**src/cce_pkg.sv**
```systemverilog
// Package for the comparative contact evaluator: widths, opcodes, operand sources,
// the instruction carrier and reset values.
// Assumes one scan clock domain; imported whole by the evaluator module.
package cce_pkg;

  localparam int          CCE_WORD_W    = 16;
  localparam int          CCE_STACK_D   = 8;
  localparam int          CCE_DEPTH_W   = 4;
  localparam int          CCE_IDX_W     = 7;
  localparam logic [6:0]  CCE_IDX_MAX   = 7'h3F;
  localparam logic [3:0]  CCE_DEPTH_MAX = 4'h8;
  localparam logic [3:0]  CCE_DEPTH_RST = 4'h0;
  localparam logic        CCE_RLO_RST   = 1'b0;

  typedef enum logic [3:0] {
    CCE_OP_STORE_IF_EQUAL     = 4'h0,
    CCE_OP_STORE_IF_NOT_EQUAL = 4'h1,
    CCE_OP_OR_IF_EQUAL        = 4'h2,
    CCE_OP_OR_IF_NOT_EQUAL    = 4'h3,
    CCE_OP_AND_IF_EQUAL       = 4'h4,
    CCE_OP_AND_IF_NOT_EQUAL   = 4'h5,
    CCE_OP_COMPARE_STORE_GE   = 4'h6,
    CCE_OP_COMPARE_STORE_LT   = 4'h7,
    CCE_OP_COMPARE_OR_LT      = 4'h8,
    CCE_OP_COMPARE_AND_GE     = 4'h9
  } cce_op_t;

  typedef enum logic [1:0] {
    CCE_K_STORE = 2'h0,
    CCE_K_OR    = 2'h1,
    CCE_K_AND   = 2'h2,
    CCE_K_BAD   = 2'h3
  } cce_kind_t;

  typedef enum logic [1:0] {
    CCE_A_MEM = 2'h0,
    CCE_A_TMR = 2'h1,
    CCE_A_CTR = 2'h2
  } cce_asrc_t;

  typedef enum logic {
    CCE_B_MEM   = 1'h0,
    CCE_B_CONST = 1'h1
  } cce_bsrc_t;

  typedef struct packed {
    cce_op_t                 op;
    cce_asrc_t               a_src;
    logic [CCE_IDX_W-1:0]    a_index;
    cce_bsrc_t               b_src;
    logic [CCE_WORD_W-1:0]   a_mem;
    logic [CCE_WORD_W-1:0]   a_tmr;
    logic [CCE_WORD_W-1:0]   a_ctr;
    logic [CCE_WORD_W-1:0]   b_mem;
    logic [CCE_WORD_W-1:0]   b_const;
  } cce_instr_t;

endpackage

```
**src/cce_eval.sv**
```systemverilog
// Comparative contact evaluator inside the rung execution unit.
// Assumes the decoder presents one instruction with operand words already fetched.
//
// Notes on behaviour
// - Store-if-equal opens a rung or branch whose contact is true when the memory word equals operand B.
// - Store-if-not-equal opens a rung or branch whose closed contact is true when the words differ.
// - Or-if-equal ORs the rung result with the equality of the memory word and operand B.
// - Or-if-not-equal ORs the rung result with the inequality of the memory word and operand B.
// - And-if-equal ANDs the rung result with the equality of the memory word and operand B.
// - And-if-not-equal ANDs the rung result with the inequality of the memory word and operand B.
// - Compare-store-ge opens a rung or branch whose contact is true when A is at least B.
// - Compare-store-lt opens a rung or branch whose contact is true when A is below B.
// - Compare-or-lt ORs the rung result with A below B.
// - Compare-and-ge ANDs the rung result with A at least B.
// - Operand B is a memory word or an immediate constant from 0 to FFFF.
`timescale 1ns/1ns
`default_nettype none

module cce_eval
  import cce_pkg::*;
(
  // Clock, reset, enable
  input  wire logic                   MCLK,
  input  wire logic                   RESETN,
  input  wire logic                   CE,
  // Instruction from decoder
  input  wire logic                   RUNG_START,
  input  wire logic                   INSTR_VALID,
  input  wire cce_instr_t             INSTR,
  // Rung logic state
  output logic                        RLO,
  output logic                        STACK_TOP,
  output logic [CCE_DEPTH_W-1:0]      DEPTH,
  output logic                        CMP,
  output logic                        DONE,
  output logic                        ERR
);

  function automatic cce_kind_t cce_kind(input cce_op_t op);
    unique case (op)
      CCE_OP_STORE_IF_EQUAL, CCE_OP_STORE_IF_NOT_EQUAL,
      CCE_OP_COMPARE_STORE_GE, CCE_OP_COMPARE_STORE_LT:   cce_kind = CCE_K_STORE;
      CCE_OP_OR_IF_EQUAL, CCE_OP_OR_IF_NOT_EQUAL,
      CCE_OP_COMPARE_OR_LT:                                cce_kind = CCE_K_OR;
      CCE_OP_AND_IF_EQUAL, CCE_OP_AND_IF_NOT_EQUAL,
      CCE_OP_COMPARE_AND_GE:                               cce_kind = CCE_K_AND;
      default:                                             cce_kind = CCE_K_BAD;
    endcase
  endfunction

  // Unsigned compare; operands never sign extend
  function automatic logic cce_contact(input cce_op_t op, input logic [CCE_WORD_W-1:0] a,
                                       input logic [CCE_WORD_W-1:0] b);
    unique case (op)
      CCE_OP_STORE_IF_EQUAL, CCE_OP_OR_IF_EQUAL, CCE_OP_AND_IF_EQUAL:
        cce_contact = (a == b);
      CCE_OP_STORE_IF_NOT_EQUAL, CCE_OP_OR_IF_NOT_EQUAL, CCE_OP_AND_IF_NOT_EQUAL:
        cce_contact = (a != b);
      CCE_OP_COMPARE_STORE_GE, CCE_OP_COMPARE_AND_GE:
        cce_contact = (a >= b);
      CCE_OP_COMPARE_STORE_LT, CCE_OP_COMPARE_OR_LT:
        cce_contact = (a < b);
      default:
        cce_contact = 1'b0;
    endcase
  endfunction

  logic [CCE_WORD_W-1:0]   opnd_a;
  logic [CCE_WORD_W-1:0]   opnd_b;
  logic                    contact;
  cce_kind_t               kind;
  logic                    is_mag;
  logic                    bad;
  logic                    take;
  logic                    ok;
  logic                    open_eff;
  logic [CCE_DEPTH_W-1:0]  depth_eff;
  logic                    push;
  logic                    next_rlo;
  logic                    rung_open;
  logic [CCE_STACK_D-1:0]  stk;

  always_comb begin
    is_mag = (INSTR.op == CCE_OP_COMPARE_STORE_GE) || (INSTR.op == CCE_OP_COMPARE_STORE_LT) ||
             (INSTR.op == CCE_OP_COMPARE_OR_LT) || (INSTR.op == CCE_OP_COMPARE_AND_GE);
    unique case (INSTR.a_src)
      CCE_A_TMR: opnd_a = INSTR.a_tmr;
      CCE_A_CTR: opnd_a = INSTR.a_ctr;
      default:   opnd_a = INSTR.a_mem;
    endcase
    opnd_b = (INSTR.b_src == CCE_B_CONST) ? INSTR.b_const : INSTR.b_mem;
  end

  assign contact   = cce_contact(INSTR.op, opnd_a, opnd_b);
  assign kind      = cce_kind(INSTR.op);
  assign take      = CE && INSTR_VALID;
  // A rung start in the same cycle clears the stack before the instruction applies
  assign open_eff  = rung_open && !RUNG_START;
  assign depth_eff = RUNG_START ? CCE_DEPTH_RST : DEPTH;
  assign push      = (kind == CCE_K_STORE) && open_eff;

  // Refused: unknown opcode, timer/counter on an equality op, index past 77 octal,
  // series/parallel with no open rung, or a branch with the stack full
  always_comb begin
    bad = (kind == CCE_K_BAD) || (INSTR.a_src == 2'h3);
    if (INSTR.a_src != CCE_A_MEM) begin
      bad = bad || !is_mag || (INSTR.a_index > CCE_IDX_MAX);
    end
    if (kind != CCE_K_STORE) begin
      bad = bad || !open_eff;
    end
    if (push && (depth_eff == CCE_DEPTH_MAX)) begin
      bad = 1'b1;
    end
  end

  assign ok = take && !bad;

  always_comb begin
    unique case (kind)
      CCE_K_OR:  next_rlo = RLO | contact;
      CCE_K_AND: next_rlo = RLO & contact;
      default:   next_rlo = contact;
    endcase
  end

  // Result lands in the accumulator at the edge that takes the instruction
  always_ff @(posedge MCLK) begin
    if (!RESETN) begin
      RLO <= CCE_RLO_RST;
      CMP <= 1'b0;
    end else if (CE && ok) begin
      RLO <= next_rlo;
      CMP <= contact;
    end
  end

  // Branch stack; pushing drops the deepest entry, guarded by the depth check
  always_ff @(posedge MCLK) begin
    if (!RESETN) begin
      stk       <= '0;
      STACK_TOP <= 1'b0;
      DEPTH     <= CCE_DEPTH_RST;
      rung_open <= 1'b0;
    end else if (CE) begin
      if (ok && push) begin
        stk       <= {stk[CCE_STACK_D-2:0], RLO};
        STACK_TOP <= RLO;
        DEPTH     <= depth_eff + 4'h1;
        rung_open <= 1'b1;
      end else if (RUNG_START) begin
        stk       <= '0;
        STACK_TOP <= 1'b0;
        DEPTH     <= CCE_DEPTH_RST;
        rung_open <= ok;
      end else if (ok) begin
        rung_open <= 1'b1;
      end
    end
  end

  always_ff @(posedge MCLK) begin
    if (!RESETN) begin
      DONE <= 1'b0;
      ERR  <= 1'b0;
    end else if (CE) begin
      DONE <= take;
      ERR  <= take && bad;
    end
  end
endmodule

`default_nettype wire

```
**config.mk**
```make
export PLATFORM = sky130hd
export DESIGN_NAME = cce_eval
export DESIGN_NICKNAME = d
export VERILOG_FILES = /design/src/cce_pkg.sv /design/src/cce_eval.sv
export SDC_FILE = /design/constraint.sdc
export NUM_CORES = 1
export LEC_CHECK = 0
export BUFFER_PORTS_ARGS = -buffer_cell sky130_fd_sc_hd__buf_2
export CAP_MARGIN = 15
export CORE_UTILIZATION = 40
export CTS_CLUSTER_DIAMETER = 150
export CTS_CLUSTER_SIZE = 8
export DETAILED_ROUTE_END_ITERATION = 6
export HOLD_SLACK_MARGIN = 0.06
export PLACE_DENSITY = 0.77
export SYNTH_ARGS = -nofsm -noshare
export SYNTH_HDL_FRONTEND = slang
export SYNTH_SLANG_ARGS = --single-unit
```
**constraint.sdc**
```tcl
create_clock -name MCLK -period 5.5 [get_ports MCLK]
set_input_delay 0.275 -clock MCLK [delete_from_list [all_inputs] [get_ports MCLK]]
set_output_delay 0.275 -clock MCLK [all_outputs]
set_load 0.05 [all_outputs]
```
==> out/metrics.cfg <==
[logic_synthesis]
muxShareOfSynthArea_pct = 11.9
synth_top_family_by_area = compound AO/OA/AOI/OAI gates
yosysSeqAreaShare_pct = 12.5
yosys-top-cells-area = ha_1 20%, dfxtp_1 12%, mux2i_1 11%
yosys_warnings = 0
syn_inst = 212
synth_compound_area_share_pct = 30.1
synth_cell_types = 39
syn_nets = 337
synth-xor-area-share_pct = 0
synthAdderAreaFrac_pct = 20.3
ys_seq_elements = 10
synth_top_area_share_pct = 20.3
avgSynthCellArea_um2 = 7.57
synth_area_leader_cell = ha_1
yosys.area_share.simple_pct = 20.5
netlist_area_um2 = 1610

[timing]
whs_ns = 0.313
hold_viol = 0
fin_ws_ns = 2.60
drv_slew = 0
skew_ns = 0.00174
fmax_mhz = 345
period_needed_ns = 2.90
finalSetupViolations = 0
post-route-period-util_pct = 52.8
setup_tns_ns = 0
tightest_slew_ns = 0.872
rsz0062_at_grt = no
slew_headroom_pct = 41.9

[drt]
drt_iter0_drc = 83
vias_per_cell = 5.21
num_vias = 1848
wire_per_inst_um = 12.2
drtAntennaViolNets = 0
wirelength_um = 4310
drt_first_pass_iters = 4
drc_errors = 0

[clocking]
clkTransAtPathRegs_ns = 0.05
clkSinkCount = 10
cts_tree = built
clk_latency_ns = 0.23
cts_max_level = 1
clockBufferDepth = 2
holdBufCountCts = 0
cts_setup_buffers = 0
cts_buffers = 3
ctsRootBufferMaster = clkbuf_8
post_cts_resized = 0

[global_route]
grt_max_degree = 33
grt_pass1_wl_um = 7420
grtUsageTotal_pct = 21.6
grt_overflow = 0
grt_pass1_vias = 1745
antenna_found_initial = 0

[place]
dpl_cell_area_um2 = 2130
dpl.cell_count = 351
portBuffers = 101
gp_congestion = 0.821
dp_slack_ns = 2.39
dp_hpwl_um = 3620

[setup_path]
cp_slowest_cell = ha_1
endpoint_kind = register
path_max_fanout = 32
crit_top_cell = ha_1
critPathKind = in -> reg
cpLargestDelayFamily = adder cells
crit_chain = buf_2 > inv_1 > ha_1 > a21oi_1 > ha_1 > nand4_1 > nor4_1 > mux2i_1 > nor3_1 > a311oi_1
startpoint_type = input port
arrival_ns = 3.05
crit_required_ns = 5.65
cpPeakStageDelay_ns = 0.86
critPathBufInv = 2

[layout]
nFillCells = 375
finalNonFillerCells = 355
final_core_util_pct = 58.4
antenna_cells = 0
synthToLayoutAreaGrowth_pct = 36.2
seqCellArea_um2 = 200
multi_input_area_um2 = 1330
drive_gt1_share_pct = 36.8
nets = 433
design_area_um2 = 2190

[floorplanning]
fp.dieW_um = 65.4
start_util_pct = 42.9
dieArea_um2 = 4270
io_pins = 108
core_area_um2 = 3740
die_height_um = 65.4
rows = 22

[power_and_ir_drop]
p_total_mw = 0.322
total_leakage_power_nw = 1.11
peakVddDrop_mv = 0.109
powerDensity_nw_per_um2 = 147

[worst_hold_path]
min_path_type = in -> reg

[outcome]
outcome = finished clean

[run]
max_cap_viol_count = 0

report_power, final:
part	internal, mW	total [mW]	switching [mW]
clock network	0.0629	0.0913	0.0284
logic	0.0737	0.155	0.0818
registers	0.0741	0.0750	0.000911
total	0.211	0.322	0.111
final timing paths:
kind	startpoint	to	slack, ns	cells after the start
hold reg to reg	ERR	ERR	0.47	2
setup reg to reg	DEPTH[1]	DEPTH[1]	3.75	7
hold / removal	RESETN	DEPTH[1]	0.31	3
setup / recovery	INSTR[88]	RLO	2.60	10
layer usage:
layer	vias to the layer above	GRT usage, %	wire length, µm
met5	-	0	0
met4	0	3.26	17
met3	2	3.99	198
met2	48	38.7	2050
met1	812	27.0	2050
li1	986	-	-
worst reg2reg max path, cell delays in order, from the launching register on:
cell      delay [ns]
dfxtp_1         0.36
nand2b_1        0.09
ha_1            0.19
nand2_1         0.09
nor3_2          0.08
nor4_4          0.48
mux2i_1         0.26
a21oi_1         0.08
synthesized netlist by cell type:
master	instances
nor2b_1	2
inv_1	10
a22oi_1	17
clkbuf_1	8
nand3b_1	2
buf_1	1
dfxtp_1	10
o41ai_1	1
ha_1	26
a21o_1	3
nor3_1	3
and3b_4	1
nand4_1	5
or3_4	1
a31o_2	1
nor3_2	1
nand3_1	3
o21a_1	2
a31oi_1	1
mux2i_1	18
a211oi_1	2
a21oi_1	28
o211a_1	1
nand2_1	13
a22o_2	1
a311oi_1	1
nand2b_1	4
nor4_1	1
o21ai_0	10
o311ai_0	1
nor4_4	1
a21boi_0	1
and2b_1	1
a221oi_4	1
buf_2	1
nor2_1	26
a2bb2oi_1	1
o2111ai_1	1
mux2_2	1
logic make-up after synthesis:
logic type,after synthesis
AO/OA/AOI/OAI,73
AND/OR/NAND/NOR,64
adder cells (fa/ha/maj),26
buffers and inverters,20
multiplexers,19
flip-flops,10
final cells by class:
| cell class | count | share of cell area, % |
|---|---|---|
| Multi-Input combinational cell | 182 | 60.8 |
| Inverter | 10 | 1.72 |
| Sequential cell | 10 | 9.15 |
| Clock buffer | 4 | 2.52 |
| Tap cell | 48 | 2.75 |
| Timing Repair Buffer | 101 | 23.1 |
state kept, by name, indices dropped and copies added, names as in the netlist:
name	flops
DEPTH	4
CMP	1
DONE	1
ERR	1
RLO	1
STACK_TOP	1
rung_open	1
placed cells by master, fill, tap and decap left out, types with 2 or more instances in the layout:
cell / n
nor2_1: 26
ha_1: 26
a22oi_1: 17
nand2b_1: 4
nand3b_1: 2
dfxtp_1: 10
buf_2: 101
a211oi_1: 2
a21o_1: 3
a21oi_1: 28
nand3_1: 3
o21a_1: 2
inv_1: 10
nor2b_1: 2
nand4_1: 5
o21ai_0: 10
nand2_1: 13
clkbuf_8: 4
nor3_1: 3
mux2i_1: 18
(Power assumes the default switching activity.)
